$ cat config.mk
export PLATFORM = sky130hd
export DESIGN_NAME = power_mode_ctrl
export DESIGN_NICKNAME = d
export VERILOG_FILES = /design/src/core/pm_pkg.sv /design/src/core/periph_gate.sv /design/src/core/power_mode_ctrl.sv /design/src/core/wake_sync.sv
export VERILOG_INCLUDE_DIRS = /design/src /design/src/core
export SDC_FILE = /design/constraint.sdc
export NUM_CORES = 1
export LEC_CHECK = 0
export BUFFER_PORTS_ARGS = -buffer_cell sky130_fd_sc_hd__buf_2
export CELL_PAD_IN_SITES_DETAIL_PLACEMENT = 0
export CELL_PAD_IN_SITES_GLOBAL_PLACEMENT = 1
export CORE_ASPECT_RATIO = 0.75
export CORE_UTILIZATION = 48
export CTS_BUF_LIST = sky130_fd_sc_hd__clkbuf_8
export CTS_CLUSTER_SIZE = 10
export DETAILED_ROUTE_END_ITERATION = 12
export PLACE_DENSITY_LB_ADDON = 0.1
export RECOVER_POWER = 50
export REMOVE_ABC_BUFFERS = 1
export SLEW_MARGIN = 0
export SYNTH_ARGS = -nofsm -noshare
export SYNTH_HDL_FRONTEND = slang
export SYNTH_HIERARCHICAL = 1
export SYNTH_SLANG_ARGS = --single-unit
$ cat constraint.sdc
create_clock -name mclk -period 6 [get_ports mclk]
set_input_delay 1.2 -clock mclk [delete_from_list [all_inputs] [get_ports mclk]]
set_output_delay 1.2 -clock mclk [all_outputs]
set_load 0.02 [all_outputs]
$ cat src/core/pm_defines.svh
// Purpose: Offsets, field positions, reset values and timing counts
//          for the power-mode and peripheral clock controller.
// Assumes: Included by bare name; definitions only.
// Notes:   Functional notes below list the behaviour in short form.
//
// Functional notes
// - Power-up lands in active, everything running; peripheral blocks start clock-gated and in reset
// - Wait instruction idles CPU; any interrupt wakes
// - Deep sleep: fast osc off, CPU reset
// - Shutdown bit: all off, registers reset; wake-allow and wake-cause bits are kept
// - High pin wakes if its allow bit set
// - Deep sleep: low pin wakes if allowed
// - Power down: low pin always wakes
// - Sequencer runs only in active or sleep
// - Each peripheral has reset and clock bits
// - Clearing clock bit stops that peripheral clock
// - No peripheral access while gated or reset
// - Peripheral bits reset to 0, run at 1
// - Deep sleep countdown wakes if nonzero start
`ifndef PM_DEFINES_SVH
`define PM_DEFINES_SVH

// Register port
`define PM_ADDR_W 8
`define PM_DATA_W 32

// Peripheral control words
`define PM_OFS_GPIO 8'h20
`define PM_OFS_I2CM 8'h2c
`define PM_OFS_I2CS 8'h30
`define PM_OFS_UART 8'h34
`define PM_OFS_TMR 8'h38
`define PM_OFS_AFE 8'h3c
`define PM_NUM_PERIPH 6
`define PM_PB_RESETN 0
`define PM_PB_ENABLE 1
`define PM_PERIPH_RST 2'h0

// Low power configuration
`define PM_OFS_SLEEP_CNT 8'h60
`define PM_SLEEP_CNT_W 16
`define PM_SLEEP_CNT_RST 16'h0000

// Mode control word
`define PM_OFS_CTRL 8'h64
`define PM_CB_SHUTDOWN 0
`define PM_CB_DEEP 1
`define PM_CB_HI_ALLOW 2
`define PM_CB_LO_ALLOW 3

// Status word
`define PM_OFS_STAT 8'h68
`define PM_SB_MODE 0
`define PM_SB_CAUSE 4

// Timing
`define PM_CLK_NS 10
`define PM_SLOW_TICK_NS 1953125
`define PM_SLOW_DIV (`PM_SLOW_TICK_NS / `PM_CLK_NS)
`define PM_SLOW_DIV_W 18
`define PM_OSC_START_NS 1000
`define PM_OSC_START_CYC ((`PM_OSC_START_NS + `PM_CLK_NS - 1) / `PM_CLK_NS)
`define PM_OSC_CNT_W 8

`endif

$ cat src/core/pm_pkg.sv
// Purpose: Types shared by the power-mode controller files.
// Assumes: Compiled before all design modules.
// Notes:   Sequencer states step by one bit from power down through the wake states.
package pm_pkg;

  // Sequencer states
  typedef enum logic [2:0] {
    ST_ACTIVE = 3'h0,
    ST_DEEP = 3'h1,
    ST_PDOWN = 3'h3,
    ST_WAKE_OSC = 3'h2,
    ST_WAKE_REL = 3'h6,
    ST_SLEEP = 3'h4
  } pm_state_t;

  // Mode reported to the outside
  typedef enum logic [1:0] {
    MODE_ACTIVE = 2'h0,
    MODE_SLEEP = 2'h1,
    MODE_DEEP = 2'h2,
    MODE_PDOWN = 2'h3
  } pm_mode_t;

endpackage

$ cat src/core/periph_gate.sv
// Purpose: Reset and clock gate for one peripheral block.
// Assumes: Write strobe already decoded for this block.
// Notes:   Clock also drops while the fast oscillator is off.
`timescale 1ns/10ps
`include "pm_defines.svh"
`default_nettype none
module periph_gate (
  // Clock and reset
  input wire logic mclk,
  input wire logic arst_n,
  // Control word write
  input wire logic wr_en,
  input wire logic [1:0] wdata,
  input wire logic clear,
  input wire logic osc_on,
  // Access path
  input wire logic acc_req,
  output logic acc_ok,
  // Gate outputs
  output logic [1:0] ctl_bits,
  output logic clk_en,
  output logic rst_n
);

  logic run_ok; // Block fully usable

  //////////////////////////////////////////////////////////////////////
  // Software bits, both 0 after reset
  always_ff @(posedge mclk or negedge arst_n) begin
    if (!arst_n) begin
      ctl_bits <= `PM_PERIPH_RST;
    end else if (clear) begin
      ctl_bits <= `PM_PERIPH_RST;
    end else if (wr_en) begin
      ctl_bits <= wdata;
    end
  end

  // Usable only with clock on and reset released
  assign run_ok = ctl_bits[`PM_PB_ENABLE] & ctl_bits[`PM_PB_RESETN] & osc_on;
  //////////////////////////////////////////////////////////////////////
  // Registered gate outputs
  always_ff @(posedge mclk or negedge arst_n) begin
    if (!arst_n) begin
      clk_en <= 1'b0;
      rst_n <= 1'b0;
      acc_ok <= 1'b0;
    end else begin
      clk_en <= ctl_bits[`PM_PB_ENABLE] & osc_on;
      rst_n <= ctl_bits[`PM_PB_RESETN] & ~clear;
      acc_ok <= acc_req & run_ok & ~clear;
    end
  end

endmodule // periph_gate
`default_nettype wire

$ cat src/core/power_mode_ctrl.sv
// Purpose: Operating mode sequencer, wake logic and peripheral
//          clock unit for a sensing device with an embedded CPU.
// Assumes: mclk is always running; the slow tick is derived here.
// Notes:   Mode-dependent supplies are driven out as enables.
//
// Implementation choices: the register addresses and the plain strobed port.
`timescale 1ns/10ps
`include "pm_defines.svh"
`default_nettype none
module power_mode_ctrl #(
  parameter int unsigned SLOW_DIV = `PM_SLOW_DIV
) (
  // Clock and reset
  input wire logic mclk,
  input wire logic arst_n,
  // Register port
  input wire logic [`PM_ADDR_W-1:0] reg_addr,
  input wire logic [`PM_DATA_W-1:0] reg_wdata,
  input wire logic reg_wr,
  input wire logic reg_rd,
  output logic [`PM_DATA_W-1:0] reg_rdata,
  // Processor events
  input wire logic wait_interrupt_instruction,
  input wire logic irq_any,
  // Wake pins
  input wire logic high_active_wake_pin,
  input wire logic low_active_wake_pin,
  // Supply, oscillator and CPU control
  output logic core_regulator_on,
  output logic fast_osc_on,
  output logic slow_osc_on,
  output logic cpu_rst_n,
  output logic cpu_idle,
  output logic seq_run_en,
  output pm_pkg::pm_mode_t mode,
  // Peripheral clock unit
  input wire logic [`PM_NUM_PERIPH-1:0] periph_acc_req,
  output logic [`PM_NUM_PERIPH-1:0] periph_acc_ok,
  output logic [`PM_NUM_PERIPH-1:0] periph_clk_en,
  output logic [`PM_NUM_PERIPH-1:0] periph_rst_n
);
  import pm_pkg::*;

  localparam int unsigned NP = `PM_NUM_PERIPH;

  //////////////////////////////////////////////////////////////////////
  // Address decode of the peripheral words, shared by write and read
  function automatic logic [3:0] periph_dec(
    input logic [`PM_ADDR_W-1:0] a
  );
    case (a)
      `PM_OFS_GPIO: periph_dec = 4'h8;
      `PM_OFS_I2CM: periph_dec = 4'h9;
      `PM_OFS_I2CS: periph_dec = 4'ha;
      `PM_OFS_UART: periph_dec = 4'hb;
      `PM_OFS_TMR: periph_dec = 4'hc;
      `PM_OFS_AFE: periph_dec = 4'hd;
      default: periph_dec = 4'h0;
    endcase
  endfunction

  pm_state_t state_q; // Current mode state
  pm_state_t state_d; // Next mode state
  logic [1:0] pin_s; // Synced pins, {high, low}
  logic hi_lvl; // High-active pin asserted
  logic lo_lvl; // Low-active pin asserted (pin low)
  logic [`PM_SLOW_DIV_W-1:0] div_q; // Slow tick divider
  logic tick_q; // One pulse per slow period
  logic shutdown_q; // Power down request
  logic deep_req_q; // Next wait goes to deep sleep
  logic hi_allow_q; // high_pin_wake_allow
  logic lo_allow_q; // low_pin_wake_allow
  logic [`PM_SLEEP_CNT_W-1:0] sleep_start_q; // Countdown start
  logic [`PM_SLEEP_CNT_W-1:0] cnt_q; // Running countdown
  logic armed_q; // Countdown loaded nonzero
  logic cnt_done; // Countdown expired
  logic [`PM_OSC_CNT_W-1:0] osc_cnt_q; // Oscillator settle count
  logic [2:0] cause_q; // Sticky wake causes {cnt, lo, hi}
  logic pd_clear; // Register clear in power down
  logic reg_wen; // Write accepted
  logic [3:0] wdec; // Write decode {hit, idx}
  logic [3:0] rdec; // Read decode {hit, idx}
  logic [2*NP-1:0] pbits; // Peripheral control bits
  logic [`PM_DATA_W-1:0] rd_val; // Read mux value
  logic wake_deep; // Deep sleep exit
  logic wake_pd; // Power down exit

  //////////////////////////////////////////////////////////////////////
  // Wake pins pass two flops before use; low pin idles high
  wake_sync #(
    .W(2),
    .RST(2'h1)
  ) u_sync (
    .mclk(mclk),
    .arst_n(arst_n),
    .din({high_active_wake_pin, low_active_wake_pin}),
    .dout(pin_s)
  );

  assign hi_lvl = pin_s[1];
  assign lo_lvl = ~pin_s[0];

  //////////////////////////////////////////////////////////////////////
  // Slow tick; stops with the slow oscillator in power down
  always_ff @(posedge mclk or negedge arst_n) begin
    if (!arst_n) begin
      div_q <= '0;
      tick_q <= 1'b0;
    end else if (state_q == ST_PDOWN) begin
      div_q <= '0;
      tick_q <= 1'b0;
    end else if (div_q == `PM_SLOW_DIV_W'(SLOW_DIV - 1)) begin
      div_q <= '0;
      tick_q <= 1'b1;
    end else begin
      div_q <= div_q + 1'b1;
      tick_q <= 1'b0;
    end
  end

  //////////////////////////////////////////////////////////////////////
  // Register writes; only a running CPU can write
  assign reg_wen = reg_wr & cpu_rst_n;
  assign wdec = periph_dec(reg_addr);
  assign rdec = periph_dec(reg_addr);
  // Everything but the wake-allow and wake-cause bits clears in power down
  assign pd_clear = (state_d == ST_PDOWN);

  // Mode control word
  always_ff @(posedge mclk or negedge arst_n) begin
    if (!arst_n) begin
      shutdown_q <= 1'b0;
      deep_req_q <= 1'b0;
    end else if (pd_clear) begin
      shutdown_q <= 1'b0;
      deep_req_q <= 1'b0;
    end else if (state_q == ST_WAKE_REL) begin
      // Deep request is consumed by the wake
      deep_req_q <= 1'b0;
    end else if (reg_wen && reg_addr == `PM_OFS_CTRL) begin
      shutdown_q <= reg_wdata[`PM_CB_SHUTDOWN];
      deep_req_q <= reg_wdata[`PM_CB_DEEP];
    end
  end

  // Allow bits sit in the always-on domain so a pin can still wake
  always_ff @(posedge mclk or negedge arst_n) begin
    if (!arst_n) begin
      hi_allow_q <= 1'b0;
      lo_allow_q <= 1'b0;
    end else if (reg_wen && reg_addr == `PM_OFS_CTRL) begin
      hi_allow_q <= reg_wdata[`PM_CB_HI_ALLOW];
      lo_allow_q <= reg_wdata[`PM_CB_LO_ALLOW];
    end
  end

  // Countdown start value
  always_ff @(posedge mclk or negedge arst_n) begin
    if (!arst_n) begin
      sleep_start_q <= `PM_SLEEP_CNT_RST;
    end else if (pd_clear) begin
      sleep_start_q <= `PM_SLEEP_CNT_RST;
    end else if (reg_wen && reg_addr == `PM_OFS_SLEEP_CNT) begin
      sleep_start_q <= reg_wdata[`PM_SLEEP_CNT_W-1:0];
    end
  end

  //////////////////////////////////////////////////////////////////////
  // Peripheral gates, one per block
  for (genvar i = 0; i < NP; i++) begin : g_periph
    periph_gate u_gate (
      .mclk(mclk),
      .arst_n(arst_n),
      .wr_en(reg_wen && wdec == {1'b1, 3'(i)}),
      .wdata(reg_wdata[1:0]),
      .clear(pd_clear),
      .osc_on(fast_osc_on),
      .acc_req(periph_acc_req[i]),
      .acc_ok(periph_acc_ok[i]),
      .ctl_bits(pbits[2*i +: 2]),
      .clk_en(periph_clk_en[i]),
      .rst_n(periph_rst_n[i])
    );
  end

  //////////////////////////////////////////////////////////////////////
  // Deep sleep countdown in slow ticks
  always_ff @(posedge mclk or negedge arst_n) begin
    if (!arst_n) begin
      cnt_q <= '0;
      armed_q <= 1'b0;
    end else if (state_q != ST_DEEP && state_d == ST_DEEP) begin
      cnt_q <= sleep_start_q;
      armed_q <= (sleep_start_q != '0);
    end else if (state_q != ST_DEEP) begin
      armed_q <= 1'b0;
    end else if (tick_q && cnt_q != '0) begin
      cnt_q <= cnt_q - 1'b1;
    end
  end

  assign cnt_done = armed_q & (cnt_q == '0);

  //////////////////////////////////////////////////////////////////////
  // Wake conditions
  assign wake_deep = (hi_lvl & hi_allow_q)
                   | (lo_lvl & lo_allow_q)
                   | cnt_done;
  assign wake_pd = (hi_lvl & hi_allow_q)
                 | lo_lvl;

  //////////////////////////////////////////////////////////////////////
  // Mode sequencer
  always_comb begin
    state_d = state_q;
    case (state_q)
      ST_ACTIVE: begin
        if (shutdown_q) begin
          state_d = ST_PDOWN;
        end else if (wait_interrupt_instruction) begin
          state_d = deep_req_q ? ST_DEEP : ST_SLEEP;
        end
      end
      ST_SLEEP: begin
        if (irq_any) begin
          state_d = ST_ACTIVE;
        end
      end
      ST_DEEP: begin
        if (wake_deep) begin
          state_d = ST_WAKE_OSC;
        end
      end
      ST_PDOWN: begin
        if (wake_pd) begin
          state_d = ST_WAKE_OSC;
        end
      end
      ST_WAKE_OSC: begin
        // Regulator and fast oscillator settle first
        if (osc_cnt_q == `PM_OSC_CNT_W'(`PM_OSC_START_CYC - 1)) begin
          state_d = ST_WAKE_REL;
        end
      end
      ST_WAKE_REL: begin
        state_d = ST_ACTIVE;
      end
      default: begin
        state_d = ST_ACTIVE;
      end
    endcase
  end

  always_ff @(posedge mclk or negedge arst_n) begin
    if (!arst_n) begin
      state_q <= ST_ACTIVE;
    end else begin
      state_q <= state_d;
    end
  end

  // Oscillator settle counter
  always_ff @(posedge mclk or negedge arst_n) begin
    if (!arst_n) begin
      osc_cnt_q <= '0;
    end else if (state_q == ST_WAKE_OSC) begin
      osc_cnt_q <= osc_cnt_q + 1'b1;
    end else begin
      osc_cnt_q <= '0;
    end
  end

  //////////////////////////////////////////////////////////////////////
  // Sticky wake causes; a new cause beats a clear in the same cycle
  always_ff @(posedge mclk or negedge arst_n) begin
    if (!arst_n) begin
      cause_q <= 3'h0;
    end else begin
      cause_q <= (reg_wen && reg_addr == `PM_OFS_STAT)
               ? cause_q & ~reg_wdata[`PM_SB_CAUSE +: 3] : cause_q;
      if (state_q == ST_DEEP && wake_deep) begin
        cause_q <= cause_q | {cnt_done, lo_lvl & lo_allow_q,
                              hi_lvl & hi_allow_q};
      end else if (state_q == ST_PDOWN && wake_pd) begin
        cause_q <= cause_q | {1'b0, lo_lvl, hi_lvl & hi_allow_q};
      end
    end
  end

  //////////////////////////////////////////////////////////////////////
  // Supply, clock and CPU outputs follow the next state
  always_ff @(posedge mclk or negedge arst_n) begin
    if (!arst_n) begin
      core_regulator_on <= 1'b1;
      slow_osc_on <= 1'b1;
      fast_osc_on <= 1'b1;
      cpu_rst_n <= 1'b1;
      cpu_idle <= 1'b0;
      seq_run_en <= 1'b1;
      mode <= MODE_ACTIVE;
    end else begin
      core_regulator_on <= (state_d != ST_PDOWN);
      slow_osc_on <= (state_d != ST_PDOWN);
      fast_osc_on <= (state_d != ST_PDOWN) && (state_d != ST_DEEP);
      cpu_rst_n <= (state_d == ST_ACTIVE) || (state_d == ST_SLEEP);
      cpu_idle <= (state_d == ST_SLEEP);
      seq_run_en <= (state_d == ST_ACTIVE) || (state_d == ST_SLEEP);
      case (state_d)
        ST_SLEEP: mode <= MODE_SLEEP;
        ST_DEEP: mode <= MODE_DEEP;
        ST_PDOWN: mode <= MODE_PDOWN;
        default: mode <= MODE_ACTIVE;
      endcase
    end
  end

  //////////////////////////////////////////////////////////////////////
  // Read mux; unmapped words read zero
  always_comb begin
    rd_val = '0;
    if (rdec[3]) begin
      rd_val[1:0] = pbits[2*rdec[2:0] +: 2];
    end else begin
      case (reg_addr)
        `PM_OFS_SLEEP_CNT: rd_val[`PM_SLEEP_CNT_W-1:0] = sleep_start_q;
        `PM_OFS_CTRL: begin
          rd_val[`PM_CB_SHUTDOWN] = shutdown_q;
          rd_val[`PM_CB_DEEP] = deep_req_q;
          rd_val[`PM_CB_HI_ALLOW] = hi_allow_q;
          rd_val[`PM_CB_LO_ALLOW] = lo_allow_q;
        end
        `PM_OFS_STAT: begin
          rd_val[`PM_SB_MODE +: 2] = mode;
          rd_val[`PM_SB_CAUSE +: 3] = cause_q;
        end
        default: rd_val = '0;
      endcase
    end
  end

  // Read data stand only in the cycle after the strobe
  always_ff @(posedge mclk or negedge arst_n) begin
    if (!arst_n) begin
      reg_rdata <= '0;
    end else begin
      reg_rdata <= reg_rd ? rd_val : '0;
    end
  end

endmodule // power_mode_ctrl
`default_nettype wire

$ cat src/core/wake_sync.sv
// Purpose: Two-flop synchroniser for asynchronous wake pins.
// Assumes: One lane per pin; first stage read only by second.
// Notes:   Reset value per lane keeps pins inactive after reset.
`timescale 1ns/10ps
`default_nettype none
module wake_sync #(
  parameter int unsigned W = 2,
  parameter logic [W-1:0] RST = '0
) (
  // Clock and reset
  input wire logic mclk,
  input wire logic arst_n,
  // Pins and synchronised levels
  input wire logic [W-1:0] din,
  output logic [W-1:0] dout
);

  logic [W-1:0] meta_q; // First stage only

  //////////////////////////////////////////////////////////////////////
  // One pair of flops per lane
  for (genvar i = 0; i < W; i++) begin : g_lane
    always_ff @(posedge mclk or negedge arst_n) begin
      if (!arst_n) begin
        meta_q[i] <= RST[i];
        dout[i] <= RST[i];
      end else begin
        meta_q[i] <= din[i];
        dout[i] <= meta_q[i];
      end
    end
  end

endmodule // wake_sync
`default_nettype wire

==> flow_metrics.py <==
metrics = {
    "placed_design": {
        "dp.cells": 786,
        "dpl.hpwl_um": 9010,
        "place_congestion": 0.799,
        "portBuffers": 79,
        "post-place-ws_ps": 2440,
    },
    "synth": {
        "post_synth_instance_area_mm2": 0.00593,
        "ys_types": 57,
        "syn_avg_cell_area_um2": 10.6,
        "synth-edff-count": 0,
        "yosys_warnings": 6,
        "synthCells": 561,
        "ys.flop_type": "dfrtp_1",
        "ys_ff_latch": 126,
        "async_flop_share_pct": 100,
        "ys_seq_area_share_pct": 53.3,
    },
    "critical_path": {
        "path_cells": "nor2_1, nand2_1, a21oi_4, clkbuf_1, inv_1, and3_1",
        "max_stage_delay_ps": 1540,
        "arrival_ps": 3640,
        "crit_required_ps": 6320,
        "critPathBufInv": 2,
        "slowest_stage": "clkbuf_1",
        "crit_path_start_kind": "flop",
        "cp-end-kind": "flop",
        "critPathTopFamily": "buffers and inverters",
        "crit_fanout": 36,
        "worstSetupPathType": "reg -> reg",
    },
    "power_and_ir_drop": {
        "cellLeakagePower_nw": 3.09,
        "pwr_density_cell_mw_per_mm2": 332,
        "total_power_mw": 2.27,
        "ir_drop_mv": 0.222,
    },
    "drt": {
        "drcViolationCount": 0,
        "drtIter0Drc": 289,
        "post_drt_via_cell_ratio": 5.34,
        "routed_wl_um": 12700,
        "dr.pass1.iters": 4,
        "avgRoutedWirePerCell_um": 15.6,
        "vias": 4369,
        "antenna_left": 0,
    },
    "floorplanning": {
        "initial_utilization_pct": 50.1,
        "fp.dieH_um": 98.2,
        "num_io_pins": 112,
        "fp.dieArea_mm2": 0.0128,
        "core-area_mm2": 0.0118,
        "die_w_um": 130,
        "row_count": 34,
    },
    "cts": {
        "clockRootBuffer": "clkbuf_8",
        "clk_pin_slew_worst_paths_ps": 70,
        "cts_resized": 0,
        "htreeDepth": 4,
        "clk_latency_ps": 430,
        "cts_tree": "built",
        "clk_path_buf_depth": 2,
        "cts-hold-fix-buffers": 0,
        "cts.sinks": 126,
        "cts_setup_buffers": 0,
        "cts_made_buffers": 17,
    },
    "global_route": {
        "grt_usage_pct": 22.1,
        "grt_max_degree": 75,
        "grt_pass1_vias": 4225,
        "antenna_found_initial": 0,
        "grt_overflow": 0,
        "grt_pass1_wl_um": 21500,
    },
    "timing": {
        "setup_ws_ps": 2680,
        "max_freq_ghz": 0.301,
        "tightestPinTransition_ps": 2150,
        "min_period_over_period_pct": 55.3,
        "hold_viol_final": 0,
        "maxSlewHeadroom_pct": -43.3,
        "final_max_slew_viol_count": 37,
        "fin_worst_skew_ps": 9.68,
        "min_period_ps": 3320,
        "setup_tns_ps": 0,
        "setup-violations-final": 0,
        "rsz0062_at_grt": "no",
    },
    "cells_and_area": {
        "nNetsFinal": 701,
        "diodes": 0,
        "final_util_pct": 57.8,
        "synthToLayoutAreaGrowth_pct": 15.3,
        "instances_no_fill": 818,
        "drive_gt1_share_pct": 17.4,
    },
    "hold_path": {
        "hold_path_class": "reg -> reg",
    },
    "status": {
        "outcome": "finished with violations",
        "violations": "capacitance limit, slew limit",
    },
    "run": {
        "cap_violations": 1,
    },
}
[cell type report]
type | count | area, um2
Clock buffer | 21 | 289
Clock inverter | 11 | 163
Fill cell | 1098 | 4990
Inverter | 15 | 56.3
Multi-Input combinational cell | 401 | 2570
Sequential cell | 126 | 3160
Tap cell | 162 | 203
Timing Repair Buffer | 82 | 390
[where the power goes]
group,internal (mW),switching (mW),leakage (nW)
clock network,0.494,0.323,0.229
registers,0.966,0.130,1.64
logic,0.142,0.212,1.22
[cells in the final DEF (no fill, tap or decap), types with 10 or more instances in the layout]
cell type	count
clkbuf_1	22
nand2_1	37
mux2i_1	38
inv_1	16
a21oi_1	13
nor3_1	16
xor2_1	17
nor2_1	77
o21ai_0	20
nor4_1	10
clkbuf_8	21
dfrtp_1	121
nand3_1	24
and2_1	11
and3_1	14
buf_2	57
conb_1	16
xnor2_1	13
[Yosys cell counts (all sizes together) (2+ instances only)]
master,number,area share (%)
o311ai,3,0.44
a41oi,3,0.44
nor2b,9,1.7
nor2,77,4.9
a21oi,14,1.2
nand3b,3,0.59
a2bb2oi,2,0.30
a221o,2,0.34
buf,24,2.8
clkbuf,10,0.63
o21ai,20,1.7
and2,16,1.7
o22ai,2,0.21
mux2,3,0.57
or2,3,0.32
and3,14,1.5
xor2,17,2.5
a31oi,3,0.32
or3,4,0.42
o211ai,6,0.76
inv,15,0.95
dfstp,5,2.2
nand4b,3,0.44
nand4,7,0.74
or4,5,0.63
ha,4,0.84
nand3,24,2.0
nor3,16,1.4
a211o,2,0.30
nor4,14,2.3
nand2b,7,0.74
nand2,38,2.4
o311a,2,0.34
dfrtp,121,51
xnor2,13,1.9
mux2i,38,6.4
[routing by layer]
metal | GRT usage (%) | wire [um] | up-vias
li1 | - | - | 2108
met1 | 33.0 | 6480 | 2127
met2 | 32.0 | 5520 | 121
met3 | 4.49 | 625 | 13
met4 | 6.98 | 119 | 0
met5 | 0 | 0 | -
[flip-flops by register name, indices dropped and copies added, names as in the netlist, 2 cells and up]
signal                    count
div_q                        18
state_q                       3
g_periph.u_gate/rst_n         6
cnt_q                        16
u_sync/meta_q                 2
osc_cnt_q                     8
mode                          2
g_periph.u_gate/ctl_bits     12
sleep_start_q                16
reg_rdata                    16
g_periph.u_gate/clk_en        6
cause_q                       3
u_sync/dout                   2
g_periph.u_gate/acc_ok        6
[worst paths after layout]
kind / startpoint / to / slack (ps) / depth (start not counted)
worst max-delay path: state_q[1] / deep_req_q / 2680 / 6
worst min-delay path: u_sync/meta_q[1] / u_sync/dout[1] / 350 / 0
worst max register to register: state_q[1] / deep_req_q / 2680 / 6
worst min register to register: u_sync/meta_q[1] / u_sync/dout[1] / 350 / 0
max in group asynchronous: arst_n / cpu_idle / 3860 / 2
min in group asynchronous: arst_n / cnt_q[13] / 920 / 1
[per-stage QoR]
| step | instance area [um2] | hold WS (ps) |
|---|---|---|
| 3_3_place_gp | 6410 | 336 |
| 2_1_floorplan | 5780 | 331 |
| 5_1_grt | 6830 | 361 |
| 4_1_cts | 6860 | 353 |
| 3_5_place_dp | 6410 | 338 |
| 6_report | 6830 | 353 |
[logic make-up (layout without fill, tap and decap cells)]
group	count (synthesis)	after routing	synth area share, %
XOR/XNOR	30	30	4.43
AND/OR/NAND/NOR	245	245	22.6
adder cells (fa/ha/maj)	4	4	0.844
multiplexers	41	41	6.99
buffers and inverters	49	129	4.43
flip-flops	126	126	53.3
AO/OA/AOI/OAI	65	65	7.30
other	1	16	0.0633
Power figures use the tool's default switching activity.
